$ cat src/shared/sbm_pkg.sv
// Purpose: Constants, command and state types for the bank burst state machine.
// Assumes: Single 50 MHz clock; command pins sampled on every rising edge.
// Notes:   Burst length is fixed; the mode word is handled elsewhere.
//
// Contract
// RULE1: Read burst runs on idle, then row active
// RULE2: Halt ends read burst, row stays active
// RULE3: New read restarts read burst at column
// RULE4: Write interrupts read, starts write burst
// RULE5: Close during read ends burst, closes row
// RULE6: Write burst runs on idle, then recovery
// RULE7: Halt ends write burst, row stays active
// RULE8: Read interrupts write, starts read burst
// RULE9: New write restarts write burst at column
// RULE10: Close during write ends burst, closes row
// RULE11: Auto-close read runs out; others are illegal
// RULE12: Auto-close write recovers, closes; others illegal
// RULE13: Closing bank ignores idle cycles, then idle
// RULE14: Repeat close is no-op; no access meanwhile
// RULE15: Idle bank treats idle cycles as nothing
// RULE16: Write recovery returns to row active
// RULE17: Auto-close write idles after recovery time
// RULE18: No open, refresh or mode during bursts
// RULE19: Commands decoded from strobes; select high deselects
`default_nettype none

package sbm_pkg;

  // ==========================================================
  // Widths and timing
  localparam int CLK_MHZ                 = 50;
  localparam int COL_W                   = 8;
  localparam int DATA_W                  = 16;
  localparam int BL_W                    = 2;
  localparam int BURST_LEN               = 4;
  localparam int TMR_W                   = 4;
  localparam int ROW_CLOSE_NS            = 20;
  localparam int LAST_DATA_TO_CLOSE_NS   = 10;
  localparam int DATA_IN_TO_AUTOCLOSE_NS = 30;

  // Least times round up, never below one cycle
  function automatic int ns_to_cyc(input int ns);
    int c;
    c = (ns * CLK_MHZ + 999) / 1000;
    return (c < 1) ? 1 : c;
  endfunction

  localparam int ROW_CLOSE_CYC  = ns_to_cyc(ROW_CLOSE_NS);
  localparam int LAST_DATA_CYC  = ns_to_cyc(LAST_DATA_TO_CLOSE_NS);
  localparam int AUTOCLOSE_CYC  = ns_to_cyc(DATA_IN_TO_AUTOCLOSE_NS);

  // ==========================================================
  // Commands and bank states
  typedef enum logic [3:0] {
    CMD_DESELECT = 4'h0, CMD_NOP   = 4'h1, CMD_HALT    = 4'h2,
    CMD_READ     = 4'h3, CMD_WRITE = 4'h4, CMD_OPEN    = 4'h5,
    CMD_CLOSE    = 4'h6, CMD_REFR  = 4'h7, CMD_MODE    = 4'h8
  } sbm_cmd_t;

  typedef enum logic [3:0] {
    ST_IDLE      = 4'h0, ST_ACTIVE   = 4'h1, ST_READ    = 4'h2,
    ST_WRITE     = 4'h3, ST_READ_AC  = 4'h4, ST_WRITE_AC = 4'h5,
    ST_RECOV     = 4'h6, ST_RECOV_AC = 4'h7, ST_CLOSING = 4'h8
  } sbm_state_t;

  function automatic sbm_cmd_t decode_cmd(input logic cs_b, input logic ras_b,
                                          input logic cas_b, input logic we_b);
    if (cs_b) return CMD_DESELECT;
    unique case ({ras_b, cas_b, we_b})
      3'b111:  return CMD_NOP;
      3'b110:  return CMD_HALT;
      3'b101:  return CMD_READ;
      3'b100:  return CMD_WRITE;
      3'b011:  return CMD_OPEN;
      3'b010:  return CMD_CLOSE;
      3'b001:  return CMD_REFR;
      default: return CMD_MODE;
    endcase
  endfunction

endpackage

`default_nettype wire

$ cat src/design/sbm_bank.sv
// Purpose: Per-bank command state machine covering bursts, recovery and row close.
// Assumes: Controller drives command pins on this clock; array read is combinational.
// Notes:   A read burst pauses while the read buffer is full.
`default_nettype none

module sbm_bank
  import sbm_pkg::*;
#(
  parameter logic BANK_ID = 1'b0
) (
  input  wire logic                       core_clk_i,   // Core clock, 50 MHz
  input  wire logic                       rst_b_i,      // Async reset, active low
  input  wire logic                       cs_b_i,       // Chip select, low active
  input  wire logic                       ras_b_i,      // Row strobe, low active
  input  wire logic                       cas_b_i,      // Column strobe, low active
  input  wire logic                       we_b_i,       // Write enable, low active
  input  wire logic                       bank_i,       // Bank select
  input  wire logic                       a10_i,        // Auto-close / all-banks
  input  wire logic [sbm_pkg::COL_W-1:0]  col_i,        // Column address
  input  wire logic [sbm_pkg::DATA_W-1:0] wr_data_i,    // Write data pins
  input  wire logic [sbm_pkg::DATA_W-1:0] arr_rdata_i,  // Array read data
  output logic      [sbm_pkg::COL_W-1:0]  arr_rcol_o,   // Array read column
  output logic                            arr_rd_o,     // Array read strobe
  output logic      [sbm_pkg::COL_W-1:0]  arr_wcol_o,   // Array write column
  output logic      [sbm_pkg::DATA_W-1:0] arr_wdata_o,  // Array write data
  output logic                            arr_we_o,     // Array write strobe
  output logic      [sbm_pkg::DATA_W-1:0] rd_data_o,    // Read data to pins
  output logic                            rd_valid_o,   // Read data valid
  input  wire logic                       rd_ready_i,   // Receiver takes read data
  output sbm_pkg::sbm_state_t             state_o,      // Current bank state
  output logic                            row_open_o,   // Row is open
  output logic                            illegal_o     // Illegal command seen
);

  // ==========================================================
  // Decode
  sbm_cmd_t   cmd;
  sbm_state_t state_q;
  sbm_state_t state_d;
  logic             hit;
  logic             rd_hit;
  logic             wr_hit;
  logic             open_hit;
  logic             close_hit;
  logic             chip_cmd;
  logic             quiet;
  logic             in_rd;
  logic             in_wr;
  logic             step;
  logic             last;
  logic             ld_col;
  logic             ld_tmr;
  logic [TMR_W-1:0] tmr_val;
  logic             tmr_done;
  logic             illegal_d;
  logic             illegal_q;
  logic             row_open_q;
  logic             buf_in_ready;
  logic [COL_W-1:0] col_q;
  logic [BL_W-1:0]  beat_q;
  logic [COL_W-1:0] wcol_q;
  logic [DATA_W-1:0] wdata_q;
  logic             we_q;

  assign cmd       = decode_cmd(cs_b_i, ras_b_i, cas_b_i, we_b_i);  // RULE19
  assign hit       = (bank_i == BANK_ID);
  assign rd_hit    = (cmd == CMD_READ) && hit;
  assign wr_hit    = (cmd == CMD_WRITE) && hit;
  assign open_hit  = (cmd == CMD_OPEN) && hit;
  assign close_hit = (cmd == CMD_CLOSE) && (hit || a10_i);
  assign chip_cmd  = (cmd == CMD_REFR) || (cmd == CMD_MODE);
  assign quiet     = !rd_hit && !wr_hit && !open_hit && !close_hit && !chip_cmd;

  assign in_rd = (state_q == ST_READ) || (state_q == ST_READ_AC);
  assign in_wr = (state_q == ST_WRITE) || (state_q == ST_WRITE_AC);
  // Read beats wait for buffer room so no word is lost
  assign step  = in_rd ? buf_in_ready : in_wr;
  assign last  = step && (beat_q == BL_W'(BURST_LEN - 1));

  function automatic sbm_state_t burst_state(input logic is_wr, input logic ac);
    if (is_wr) return ac ? ST_WRITE_AC : ST_WRITE;
    return ac ? ST_READ_AC : ST_READ;
  endfunction

  // ==========================================================
  // Next state
  always_comb begin
    state_d   = state_q;
    ld_col    = 1'b0;
    ld_tmr    = 1'b0;
    tmr_val   = '0;
    illegal_d = 1'b0;
    unique case (state_q)
      ST_IDLE: begin
        if (open_hit) begin
          state_d = ST_ACTIVE;
        end else if (rd_hit || wr_hit) begin
          illegal_d = 1'b1;
        end
        // Idle cycles and halt leave the bank idle  RULE15
      end
      ST_ACTIVE: begin
        if (rd_hit || wr_hit) begin
          state_d = burst_state(wr_hit, a10_i);
          ld_col  = 1'b1;
        end else if (close_hit) begin
          state_d = ST_CLOSING;
          ld_tmr  = 1'b1;
          tmr_val = TMR_W'(ROW_CLOSE_CYC);
        end else if (open_hit || chip_cmd) begin
          illegal_d = 1'b1;
        end
      end
      ST_READ, ST_WRITE: begin
        // Flagged and ignored, so a burst still ends on its last beat
        illegal_d = open_hit || chip_cmd;  // RULE18
        if (rd_hit || wr_hit) begin
          state_d = burst_state(wr_hit, a10_i);  // RULE3 RULE4 RULE8 RULE9
          ld_col  = 1'b1;
        end else if (close_hit) begin
          state_d = ST_CLOSING;  // RULE5 RULE10
          ld_tmr  = 1'b1;
          tmr_val = TMR_W'(ROW_CLOSE_CYC);
        end else if (cmd == CMD_HALT) begin
          state_d = ST_ACTIVE;  // RULE2 RULE7
        end else if (last && state_q == ST_READ) begin
          state_d = ST_ACTIVE;  // RULE1
        end else if (last) begin
          state_d = ST_RECOV;  // RULE6
          ld_tmr  = 1'b1;
          tmr_val = TMR_W'(LAST_DATA_CYC);
        end
      end
      ST_READ_AC, ST_WRITE_AC: begin
        // Flagged, never obeyed: the burst still runs out and closes
        illegal_d = !quiet || (cmd == CMD_HALT);  // RULE11 RULE12
        if (last && state_q == ST_READ_AC) begin
          state_d = ST_CLOSING;  // RULE11
          ld_tmr  = 1'b1;
          tmr_val = TMR_W'(ROW_CLOSE_CYC);
        end else if (last) begin
          state_d = ST_RECOV_AC;  // RULE12
          ld_tmr  = 1'b1;
          tmr_val = TMR_W'(AUTOCLOSE_CYC);
        end
      end
      ST_RECOV: begin
        illegal_d = open_hit || close_hit || chip_cmd;
        if (rd_hit || wr_hit) begin
          state_d = burst_state(wr_hit, a10_i);
          ld_col  = 1'b1;
        end else if (tmr_done) begin
          state_d = ST_ACTIVE;  // RULE16
        end
      end
      ST_RECOV_AC: begin
        illegal_d = !quiet;
        if (tmr_done) begin
          state_d = ST_IDLE;  // RULE17
        end
      end
      ST_CLOSING: begin
        // A repeated close changes nothing  RULE14
        // The timer fires once only, so an illegal access must not hold off the close
        illegal_d = rd_hit || wr_hit || open_hit || chip_cmd;  // RULE14
        if (tmr_done) begin
          state_d = ST_IDLE;  // RULE13
        end
      end
      default: begin
        state_d = ST_IDLE;
      end
    endcase
  end

  // ==========================================================
  // State and status
  always_ff @(posedge core_clk_i or negedge rst_b_i) begin
    if (!rst_b_i) begin
      state_q <= ST_IDLE;
    end else begin
      state_q <= state_d;
    end
  end

  always_ff @(posedge core_clk_i or negedge rst_b_i) begin
    if (!rst_b_i) begin
      illegal_q  <= 1'b0;
      row_open_q <= 1'b0;
    end else begin
      illegal_q  <= illegal_d;
      row_open_q <= (state_d != ST_IDLE) && (state_d != ST_CLOSING);
    end
  end

  // ==========================================================
  // Burst column and beat count
  always_ff @(posedge core_clk_i or negedge rst_b_i) begin
    if (!rst_b_i) begin
      col_q  <= '0;
      beat_q <= '0;
    end else if (ld_col) begin
      col_q  <= col_i;
      beat_q <= '0;
    end else if (step) begin
      // Sequential order wraps inside the burst-aligned block
      col_q[BL_W-1:0] <= col_q[BL_W-1:0] + BL_W'(1);
      beat_q          <= beat_q + BL_W'(1);
    end
  end

  // ==========================================================
  // Write path, registered toward the array
  always_ff @(posedge core_clk_i or negedge rst_b_i) begin
    if (!rst_b_i) begin
      we_q    <= 1'b0;
      wcol_q  <= '0;
      wdata_q <= '0;
    end else begin
      we_q    <= in_wr;
      wcol_q  <= col_q;
      wdata_q <= wr_data_i;
    end
  end

  // ==========================================================
  // Helpers and submodules
  sbm_timer u_timer (
    .core_clk_i (core_clk_i),
    .rst_b_i    (rst_b_i),
    .load_i     (ld_tmr),
    .load_val_i (tmr_val),
    .done_o     (tmr_done)
  );

  sbm_buf2 u_rdbuf (
    .core_clk_i  (core_clk_i),
    .rst_b_i     (rst_b_i),
    .in_valid_i  (in_rd),
    .in_ready_o  (buf_in_ready),
    .in_data_i   (arr_rdata_i),
    .out_valid_o (rd_valid_o),
    .out_ready_i (rd_ready_i),
    .out_data_o  (rd_data_o)
  );

  assign arr_rcol_o  = col_q;
  assign arr_rd_o    = in_rd && buf_in_ready;
  assign arr_wcol_o  = wcol_q;
  assign arr_wdata_o = wdata_q;
  assign arr_we_o    = we_q;
  assign state_o     = state_q;
  assign row_open_o  = row_open_q;
  assign illegal_o   = illegal_q;
endmodule

`default_nettype wire

$ cat src/design/sbm_timer.sv
// Purpose: Down counter timing a bank's recovery and row-close waits.
// Assumes: Load value is at least one.
// Notes:   Load wins over counting.
`default_nettype none

module sbm_timer
  import sbm_pkg::*;
(
  input  wire logic             core_clk_i,  // Core clock
  input  wire logic             rst_b_i,     // Async reset, active low
  input  wire logic             load_i,      // Start a new wait
  input  wire logic [TMR_W-1:0] load_val_i,  // Cycles to wait
  output logic                  done_o       // Last cycle of the wait
);

  logic [TMR_W-1:0] cnt_q;

  always_ff @(posedge core_clk_i or negedge rst_b_i) begin
    if (!rst_b_i) begin
      cnt_q <= '0;
    end else if (load_i) begin
      cnt_q <= load_val_i;
    end else if (cnt_q != '0) begin
      cnt_q <= cnt_q - TMR_W'(1);
    end
  end

  assign done_o = (cnt_q == TMR_W'(1));

endmodule

`default_nettype wire

$ cat src/design/sbm_buf2.sv
// Purpose: Two-entry buffer on the read data path.
// Assumes: Same clock on both sides.
// Notes:   Two entries absorb one stall of the receiver without loss.
`default_nettype none

module sbm_buf2
  import sbm_pkg::*;
(
  input  wire logic              core_clk_i,  // Core clock
  input  wire logic              rst_b_i,     // Async reset, active low
  input  wire logic              in_valid_i,  // Word offered
  output logic                   in_ready_o,  // Room for a word
  input  wire logic [DATA_W-1:0] in_data_i,   // Word in
  output logic                   out_valid_o, // Word held
  input  wire logic              out_ready_i, // Receiver takes word
  output logic      [DATA_W-1:0] out_data_o   // Word out
);

  logic [DATA_W-1:0] mem_q [2];
  logic              wr_ptr_q;
  logic              rd_ptr_q;
  logic [1:0]        cnt_q;
  logic              push;
  logic              pop;

  assign in_ready_o  = (cnt_q != 2'h2);
  assign out_valid_o = (cnt_q != 2'h0);
  assign push        = in_valid_i && in_ready_o;
  assign pop         = out_valid_o && out_ready_i;
  assign out_data_o  = mem_q[rd_ptr_q];

  always_ff @(posedge core_clk_i or negedge rst_b_i) begin
    if (!rst_b_i) begin
      wr_ptr_q <= 1'b0;
      rd_ptr_q <= 1'b0;
      cnt_q    <= 2'h0;
      mem_q[0] <= '0;
      mem_q[1] <= '0;
    end else begin
      if (push) begin
        mem_q[wr_ptr_q] <= in_data_i;
        wr_ptr_q        <= ~wr_ptr_q;
      end
      if (pop) begin
        rd_ptr_q <= ~rd_ptr_q;
      end
      cnt_q <= cnt_q + {1'b0, push} - {1'b0, pop};
    end
  end

endmodule

`default_nettype wire

$ cat config.mk
export PLATFORM = sky130hd
export DESIGN_NAME = sbm_bank
export DESIGN_NICKNAME = d
export VERILOG_FILES = /design/src/shared/sbm_pkg.sv /design/src/design/sbm_bank.sv /design/src/design/sbm_timer.sv /design/src/design/sbm_buf2.sv
export SDC_FILE = /design/constraint.sdc
export NUM_CORES = 1
export LEC_CHECK = 0
export ABC_AREA = 1
export BUFFER_PORTS_ARGS = -buffer_cell sky130_fd_sc_hd__buf_4
export CAP_MARGIN = 15
export CORE_UTILIZATION = 31
export DETAILED_ROUTE_END_ITERATION = 6
export MAX_ROUTING_LAYER = met4
export PLACE_DENSITY = 0.5
export SETUP_SLACK_MARGIN = 0.05
export SYNTH_ARGS = -nofsm -noshare
export SYNTH_HDL_FRONTEND = slang
export SYNTH_SLANG_ARGS = --single-unit
$ cat constraint.sdc
create_clock -name core_clk_i -period 2.8 [get_ports core_clk_i]
set_input_delay 0.42 -clock core_clk_i [delete_from_list [all_inputs] [get_ports core_clk_i]]
set_output_delay 0.42 -clock core_clk_i [all_outputs]
set_load 0.02 [all_outputs]
# Yosys cells after proc, flatten, opt, wreduce, memory -nomap -nowiden

Cells that the tools add are included.

Bits in registers: 81
Word-level logic and storage cells: 164

Multiplexer cells: 68
Add/sub/neg operators: 5
Bitwise operators: 5
Reduce and logical (&&, ||, !) cells: 42
Equal/unequal tests: 26
Order comparisons: 3

Operators by type and width:

| kind                                                | count |
|---|---|
| 2-to-1 mux 4 bit                                    | 21 |
| 2-to-1 mux 16 bit                                   | 4 |
| bitwise mux 32 bit                                  | 1 |
| equality test 4 x 3 -> 1 bit, second input constant | 8 |
| 2-to-1 mux 1 bit                                    | 28 |
| case mux 4 bit (7 select lines)                     | 1 |
| case mux 4 bit (6 select lines)                     | 1 |
| demux 16 bit (select 1 bit)                         | 1 |
| equality test 4 x 2 -> 1 bit, second input constant | 4 |
| logical AND 1 bit                                   | 15 |
| equality test 3 bit, second input constant          | 4 |
| 2-to-1 mux 2 bit                                    | 6 |
| logical OR 1 bit                                    | 11 |
| equality test 4 x 1 -> 1 bit, second input constant | 2 |
| equality test 4 bit, second input constant          | 2 |
| nonzero test 4 bit                                  | 2 |
| case mux 1 bit (7 select lines)                     | 1 |
| equality test 3 x 2 -> 1 bit, second input constant | 2 |
| zero test 1 bit                                     | 6 |
| 2-to-1 mux 3 bit                                    | 2 |
| case mux 2 bit (3 select lines)                     | 1 |
| nonzero test 2 bit                                  | 3 |
| OR reduction 2 bit                                  | 3 |
| adder 2 x 1 -> 2 bit, second input constant         | 2 |
| other kinds (14)                                    | 18 |

# Longest topological paths before layout

Gate-level depths: netlist of the first run.

Depth after elaboration: 13
Gate-level depth with buffers: 16

# By module

From an unflattened synthesis of the first run, not the netlist that was laid out.

Cells, all modules: 450
Area, all modules: 3907.5 um^2

Modules (own cells, without submodules):

| module    | area each (um^2) | seq. area each (um^2) | times used | cells an instance |
|---|---|---|---|---|
| sbm_buf2  | 1865.5           | 900.9                 | 1          | 223 |
| sbm_bank  | 1750.4           | 1026.0                | 1          | 190 |
| sbm_timer | 291.5            | 100.1                 | 1          | 37 |

# Worst setup path after synthesis of the first run

No wires, ideal clock.

Path type: reg-to-reg
Start point: register state_q[0], in the netlist state_o[0]
End point: register u_rdbuf.mem_q[10] (netlist name)
Cell stages (with the launch flop): 9
Slack: 1005 ps
Arrival: 1670 ps
Required time: 2675 ps
Cell sequence: dfrtp_1 -> buf_4 -> nor2_2 -> nand2_1 -> nand2_2 -> nand2_4 -> nor2_4 -> buf_4 -> mux2_2

Longest elaborated chain between the ends: 3
Elaborated cells between the ends (all ways): 4
Classes of those cells: eq/ne (2); reduce/logical (2)

RTL lines:

| element                                                                      | line            | RTL |
|---|---|---|
| start: declaration                                                           | sbm_bank.sv:38  | `sbm_state_t state_q;` |
| start signal: assignment                                                     | sbm_bank.sv:182 | `state_q <= state_d;` |
| equality test 4 x 2 -> 1 bit or equality test 4 x 3 -> 1 bit (tied branches) | sbm_bank.sv:74  | `assign in_rd = (state_q == ST_READ) \|\| (state_q == ST_READ_AC);` |
| logical OR 1 bit (*)                                                         | sbm_bank.sv:74  |  |
| logical AND 1 bit (*)                                                        | sbm_buf2.sv:28  | `assign push = in_valid_i && in_ready_o;` |
| end signal: indexed assignment                                               | sbm_buf2.sv:41  | `mem_q[wr_ptr_q] <= in_data_i;` |
| end: declaration                                                             | sbm_buf2.sv:19  | `logic [DATA_W-1:0] mem_q [2];` |

Every way passes the cells marked *; elsewhere a longest branch is shown, timed or not.
A chain may end at the register's enable or synchronous reset.

# Worst setup path after layout of the first run

Start point: register u_rdbuf.rd_ptr_q
End point: output port rd_data_o[12] (netlist name)

Longest elaborated chain between the ends: 4

RTL lines:

| element                                              | line           | RTL |
|---|---|---|
| start: declaration                                   | sbm_buf2.sv:21 | `logic rd_ptr_q;` |
| start signal: assignment                             | sbm_buf2.sv:45 | `rd_ptr_q <= ~rd_ptr_q;` |
| NOT 1 -> 2 bit (not written as such)                 | sbm_buf2.sv:30 | `assign out_data_o = mem_q[rd_ptr_q];` |
| 2-to-1 mux 16 bit (not written as such) (3 in a row) | sbm_buf2.sv:30 |  |
| end: declaration                                     | sbm_bank.sv:27 | `output logic [sbm_pkg::DATA_W-1:0] rd_data_o,` |

Every way passes these cells. The select of a mux whose other input is x is not followed.

==> results_dict.tcl, run 1 <==
set metrics [dict create \
    outcome "finished, final reports clean" \
    worst_ir_drop_vdd_v 0.000426 \
    finalHoldViolCount 0 \
    synth_top_cells_by_area "sky130_fd_sc_hd__dfrtp_1, sky130_fd_sc_hd__nand2_1, sky130_fd_sc_hd__o21ai_0" \
    final_cells 644 \
    die-area_um2 12200 \
    grt.total_usage_pct 15.5 \
    ctsResizeCount 0 \
    dominant_combinational_cell_family_by_area_after_synthesis "simple AND/OR/NAND/NOR gates" \
    cts-root-to-sink-buffers 2 \
    final.period_utilization_pct 74.6 \
    kind_of_cell_adding_the_most_delay_to_the_critical_path "flip-flops" \
    finalClockSkew_ns 0.00706 \
    cts_made_buffers 9 \
    area_share_of_the_largest_cell_type_after_synthesis_pct 55.7 \
    buffers_inserted_during_post_cts_setup_optimization 0 \
    dr_total_vias 2936 \
    criticalPathCategory "reg -> out" \
    synthTopCellsByCount "sky130_fd_sc_hd__nand2_1, sky130_fd_sc_hd__dfrtp_1, sky130_fd_sc_hd__inv_1" \
    synth.avg_cell_area_um2 9.35 \
    post_drt_wl_per_cell_um 13.3 \
    yosysWarningCount 0 \
    die_h_um 110 \
    timing_worst_slew_pin_value_ns 1.02 \
    syn_nets 444 \
    ys_seq_elements 81 \
    cts-hold-fix-buffers 0 \
    drt_first_pass_iters 4 \
    drt.antenna.violating_nets 0 \
    reg_to_reg_setup_timing_slack_ns 0.84 \
    worstSkewPairLatency_ns 0.33 \
    hold_path.startpoint "wr_data_i[9]" \
    power.static_leakage_nw 2.60 \
    regToRegEndpoint "beat_q[0]" \
    power_mw 4.95 \
    crit_slowest_cell "sky130_fd_sc_hd__dfrtp_1" \
    rows 39 \
    remaining_drc_errors 0 \
    launching_element_of_the_worst_setup_path "u_rdbuf.rd_ptr_q" \
    top_level_ports 106 \
    number_of_distinct_library_cell_variants_in_the_gate_level_netlist_after_synthesis 36 \
    required_time_of_the_worst_setup_path_ns 2.38 \
    initial_cell_density_of_the_core_pct 31.8 \
    fmaxAchievable_mhz 479 \
    postSynth.asyncResetShare_pct 100 \
    r2r.worst_path.cells 6 \
    worstSetupEndpointType "output pin" \
    grt_use_met3_pct 3.64 \
    launch_point_of_the_worst_reg_to_reg_path "state_o[0]" \
    antenna_cells_inserted 0 \
    core_area_um2 11400 \
    final_weighted_congestion_in_routability_driven_placement 0.941 \
    antenna_violations_before_repair 0 \
    register_area_um2 2030 \
    htree_levels 3 \
    grt_start_max_net_pins 82 \
    synth_compound_area_share_pct 8.47 \
    synth-main-ff-cell "sky130_fd_sc_hd__dfrtp_1" \
    postLayoutCellArea_um2 4890 \
    final.setup.tns_ns 0 \
    dieWidth_um 110 \
    overflow 0 \
    worst_ep_arrival_time_ns 1.67 \
    clkSlewWorstSetupHoldPaths_ns 0.06 \
    final.hold.worst_slack_ns 0.190 \
    number_of_global_route_vias_before_repair 2787 \
    post_route_cells_drive_above_1_share_pct 32.7 \
    place.detailed.instances 629 \
    worst_setup_path_start_kind "flip-flop" \
    global_route.usage.met1_pct 20.3 \
    wl_mm 8.58 \
    cp_num_buf_inv 2 \
    synth_adder_area_share_pct 2.06 \
    synth-edff-count 0 \
    timing.slew.headroom_pct 31.9 \
    crit_path_max_fanout 21 \
    multi_input_area_um2 1360 \
    worst-path-stages 4 \
    rsz0062_at_grt "no" \
    global_route.usage.met2_pct 23.0 \
    post-synth-top-count-cell "sky130_fd_sc_hd__nand2_1" \
    power_density_nw_per_um2 1010 \
    fin_nets 552 \
    post_synthesis_sequential_area_ratio_pct 55.7 \
    dr.first_iter.drc_count 119 \
    xor_xnor_cell_area_share_of_the_yosys_netlist_pct 1.45 \
    synth_simple_gate_area_share_pct 20.5 \
    place_hpwl_mm 6.40 \
    global_route_wire_length_before_repair_mm 13.9 \
    clock_sink_count 81 \
    flow.area_growth_from_synthesis_pct 34.5 \
    muxShareOfSynthArea_pct 4.96 \
    via_count_normalized_by_instance_count 4.56 \
    root_buffer "sky130_fd_sc_hd__clkbuf_16" \
    tritoncts_clock_tree "yes" \
    fillCellCount 1168 \
    timing.critical_path.to "rd_data_o[12]" \
    worst_path_most_repeated_cell "sky130_fd_sc_hd__buf_4" \
    timing.critical_path.cells "buf_4 > nand2_1 > o21ai_0 > buf_4" \
    report.final.setup_viol 0 \
    placed_cell_area_um2 4570 \
    busiest_layer "met2" \
    post-synth-top-area-cell "sky130_fd_sc_hd__dfrtp_1" \
    type_of_the_tightest_min_delay_check "in -> reg" \
    critical_path.max_stage_delay_ns 0.72 \
    timing_max_transition_violations_final 0 \
    maxCapViolations 0 \
    port-buffer-count 105 \
    min_period_ns 2.09 \
    mappedNetlistArea_um2 3640 \
    post_synthesis_instance_total 389 \
]
-- power by group --
group          internal, mW  leakage, nW  total [mW]  switching (mW)
Clock                 0.780        0.148        1.26           0.478
Sequential             1.55         1.00        1.77           0.219
Combinational         0.814         1.45        1.92            1.11
Total                  3.14         2.60        4.95            1.81
-- metal layers --
metal / vias up / routed length, um
li1: 1453 / -
met1: 1376 / 3950
met2: 90 / 3860
met3: 17 / 527
met4: 0 / 242
met5: - / 0
-- how the worst min path moves through the flow --
stage	end	slack, ns	depth (start not counted)
floorplan	arr_rcol_o[0]	0.12	0
global placement	arr_wcol_o[4]	0.40	0
detailed placement	arr_wcol_o[4]	0.41	0
CTS	arr_wdata_o[12]	0.18	1
global route	arr_wdata_o[7]	0.17	1
finish	arr_wdata_o[9]	0.19	1
-- area by class of cell --
type / count / area share, %
multi-input combinational: 245 / 27.9
timing repair buffer: 108 / 16.5
tap: 143 / 3.66
inverter: 52 / 3.99
clock buffer: 9 / 4.60
clock inverter: 6 / 1.89
sequential: 81 / 41.4
-- flip-flops by register name, summed over array words and instances (netlist names) --
register and cells:
u_rdbuf.mem_q 32, arr_wdata_o 16, arr_rcol_o 8, arr_wcol_o 8, state_o 4, u_timer.cnt_q 4, beat_q 2, u_rdbuf.cnt_q 2
arr_we_o 1, illegal_o 1, row_open_o 1, u_rdbuf.rd_ptr_q 1, u_rdbuf.wr_ptr_q 1
-- logic make-up (layout without fill, tap and decap cells) --
kind of cell,after synthesis,count (layout)
compound gates,57,57
xor+xnor,6,6
fa+ha+maj,6,6
buf+inv,63,175
flops,81,81
mux,16,16
simple gates,160,160
-- placed cells by master (no fill, tap or decap), drive strengths merged --
| cell | count |
|---|---|
| o2111ai | 2 |
| nand2 | 104 |
| nand3 | 12 |
| clkbuf | 9 |
| buf | 108 |
| o31ai | 1 |
| nor2 | 30 |
| dfrtp | 81 |
| clkinv | 1 |
| o21ai | 44 |
| inv | 53 |
| nor4 | 1 |
| or2 | 2 |
| a22oi | 1 |
| nor3 | 7 |
| xnor2 | 3 |
| nand4 | 4 |
| ha | 6 |
| clkinvlp | 2 |
| a21oi | 7 |
| xor2 | 3 |
| bufinv | 2 |
| a31oi | 2 |
| mux2 | 16 |
-- metrics by stage --
stage | setup WS [ns] | utilization (%)
finish | 0.713 | 42.8
global route | 0.514 | 42.8
CTS | 0.691 | 42.8
detailed placement | 0.771 | 40.1
global placement | 0.382 | 40.0
floorplan | 1.01 | -
No activity file was read; power rests on OpenSTA's default activity.
==> run 2: changes to the inputs <==
PLACE_DENSITY = 0.52   (was 0.5)
clock period = 1.75 ns   (was 2.8 ns; I/O delays follow)
==> run 2 against run 1 <==
Net effect:
- critical endpoint is now u_rdbuf.mem_q[10]
- setup slack lost 0.70 ns
- clock power grew 54%
- hold slack lost 0.16 ns
- clock-buffer cell count is the same
- power grew 72%
- first-iteration DRC count grew 27%
- via count grew 5.5%
- critical path depth grew 4
- routed wire length grew 6.0%
- sequential power grew 57%
- final area grew 12%
- critical path type is now reg -> reg
- utilization grew 5.0 points
==> results_dict.tcl, run 2 (synthesized netlist as in run 1, its figures left out) <==
set metrics [dict create \
    regToRegEndpoint "u_rdbuf.mem_q[10]" \
    global_route_wire_length_before_repair_mm 14.1 \
    root_buffer "sky130_fd_sc_hd__clkbuf_16" \
    tritoncts_clock_tree "yes" \
    rows 39 \
    timing_worst_slew_pin_value_ns 0.343 \
    drt_first_pass_iters 4 \
    rsz0062_at_grt "yes" \
    die-area_um2 12200 \
    final_cells 689 \
    overflow 0 \
    power_switching_share_pct 36.8 \
    dr.first_iter.drc_count 151 \
    kind_of_cell_adding_the_most_delay_to_the_critical_path "simple AND/OR/NAND/NOR gates" \
    cts-root-to-sink-buffers 2 \
    placed_cell_area_um2 4880 \
    number_of_global_route_vias_before_repair 3050 \
    finalClockSkew_ns 0.00478 \
    die_h_um 110 \
    worst_ir_drop_vdd_v 0.000826 \
    launch_point_of_the_worst_reg_to_reg_path "state_o[1]" \
    post_route_cells_drive_above_1_share_pct 43.0 \
    crit_slowest_cell "sky130_fd_sc_hd__dfrtp_2" \
    cts_made_buffers 9 \
    drt.antenna.violating_nets 0 \
    grt.total_usage_pct 15.8 \
    final.period_utilization_pct 99.1 \
    final.hold.worst_slack_ns 0.0336 \
    place_hpwl_mm 6.63 \
    largest-register "u_rdbuf.mem_q" \
    min_period_ns 1.73 \
    wl_mm 9.10 \
    final_weighted_congestion_in_routability_driven_placement 0.859 \
    timing_max_transition_violations_final 0 \
    power.share.combinational_pct 44.6 \
    remaining_drc_errors 0 \
    antenna_cells_inserted 0 \
    worstSetupEndpointType "flip-flop" \
    fillCellCount 1081 \
    dieWidth_um 110 \
    port-buffer-count 105 \
    worst_setup_path_start_kind "flip-flop" \
    hold_path.startpoint "wr_data_i[15]" \
    via_count_normalized_by_instance_count 4.50 \
    fmaxAchievable_mhz 577 \
    antenna_violations_before_repair 0 \
    required_time_of_the_worst_setup_path_ns 1.97 \
    reg_to_reg_setup_timing_slack_ns 0.02 \
    htree_levels 3 \
    holdPathStages 1 \
    postLayoutCellArea_um2 5460 \
    maxCapViolations 0 \
    largest_register_ff_count 32 \
    netSwitchingPower_mw 3.14 \
    finalHoldViolCount 0 \
    core_area_um2 11400 \
    initial_cell_density_of_the_core_pct 31.8 \
    sequential_cell_fraction_of_total_power_pct 32.6 \
    cp_num_buf_inv 2 \
    clock_sink_count 81 \
    fin_nets 596 \
    report.final.setup_viol 0 \
    place.detailed.instances 660 \
    worst_ep_arrival_time_ns 1.95 \
    r2r.worst_path.cells 8 \
    criticalPathCategory "reg -> reg" \
    worstSkewPairLatency_ns 0.33 \
    post-route-util_pct 47.8 \
    share_clk_of_total_power_pct 22.7 \
    power.static_leakage_nw 2.87 \
    dr_total_vias 3098 \
    crit_path_max_fanout 17 \
    power_density_nw_per_um2 1560 \
    intPower_mw 5.39 \
    critical_path.max_stage_delay_ns 0.45 \
    outcome "finished, final reports clean" \
    post_drt_wl_per_cell_um 13.2 \
    hold-path-endpoint "arr_wdata_o[15]" \
    flow.area_growth_from_synthesis_pct 50.2 \
    type_of_the_tightest_min_delay_check "in -> reg" \
    clkSlewWorstSetupHoldPaths_ns 0.06 \
    timing.slew.headroom_pct 77.1 \
    most-common-layout-cells "sky130_fd_sc_hd__buf_4, sky130_fd_sc_hd__nand2_1, sky130_fd_sc_hd__dfrtp_1" \
    top_level_ports 106 \
    grt_start_max_net_pins 52 \
    layout.cells.most_common "sky130_fd_sc_hd__buf_4" \
    timing.critical_path.cells "nor2_4 > nand2_2 > nand2_2 > nand2_4 > buf_4 > nor2_4 > buf_12 > mux2_2" \
]
[run 2: through the flow]
stage          power, mW  worst slack, ns  TNS, ns
6_report            8.53           0.0156        0
3_3_place_gp        6.26           0.0139        0
5_1_grt             9.18          -0.0987    -1.10
2_1_floorplan       4.85           0.0320        0
3_5_place_dp        6.33         -0.00567  -0.0144
4_1_cts             8.41         0.000643        0
[run 2: worst max-delay path by stage]
stage                             end  cells after the start  slack, ns        from
floorplan           u_rdbuf.mem_q[10]                      8       0.03  state_o[0]
global placement           row_open_o                     14       0.01  state_o[1]
detailed placement   u_timer.cnt_q[3]                     14     -0.006  state_o[1]
CTS                  u_timer.cnt_q[0]                     13     0.0006  state_o[0]
global route         u_timer.cnt_q[0]                     14       -0.1  state_o[1]
finish              u_rdbuf.mem_q[10]                      8       0.02  state_o[1]
[run 2: power groups by stage]
stage / Sequential [mW] / Combinational (mW) / Clock, mW
after floorplan: 2.89 / 1.95 / 0
after global placement: 2.78 / 3.48 / 0
after detailed placement: 2.80 / 3.53 / 0
after CTS: 2.77 / 3.63 / 2.01
after global routing: 2.86 / 4.21 / 2.10
final: 2.78 / 3.81 / 1.94
[run 2: routing by layer]
layer / GRT usage, % / vias to the layer above / wire length, um
li1: - / 1550 / -
met1: 18.0 / 1447 / 3820
met2: 27.0 / 88 / 4520
met3: 3.29 / 13 / 550
met4: 6.39 / 0 / 197
met5: - / - / 0
[run 2: layout make-up]
cell class | count | area [um2] | share of cell area, %
clock buffers | 9 | 225 | 4.12
clock inverters | 7 | 85.1 | 1.56
inverters | 52 | 203 | 3.71
multi-input cells | 245 | 1520 | 27.8
flip-flops and latches | 81 | 2030 | 37.2
well taps | 143 | 179 | 3.28
repair buffers | 152 | 1220 | 22.3
[run 2: repair_timing]
action                     in CTS  in global routing
hold endpoints to repair       24                  0
pin swaps                       9                 19
hold buffers                    1                  0
setup endpoints to repair       9                 12
buffers inserted                9                  3
resized for setup              18                 30
cloned                          0                  0
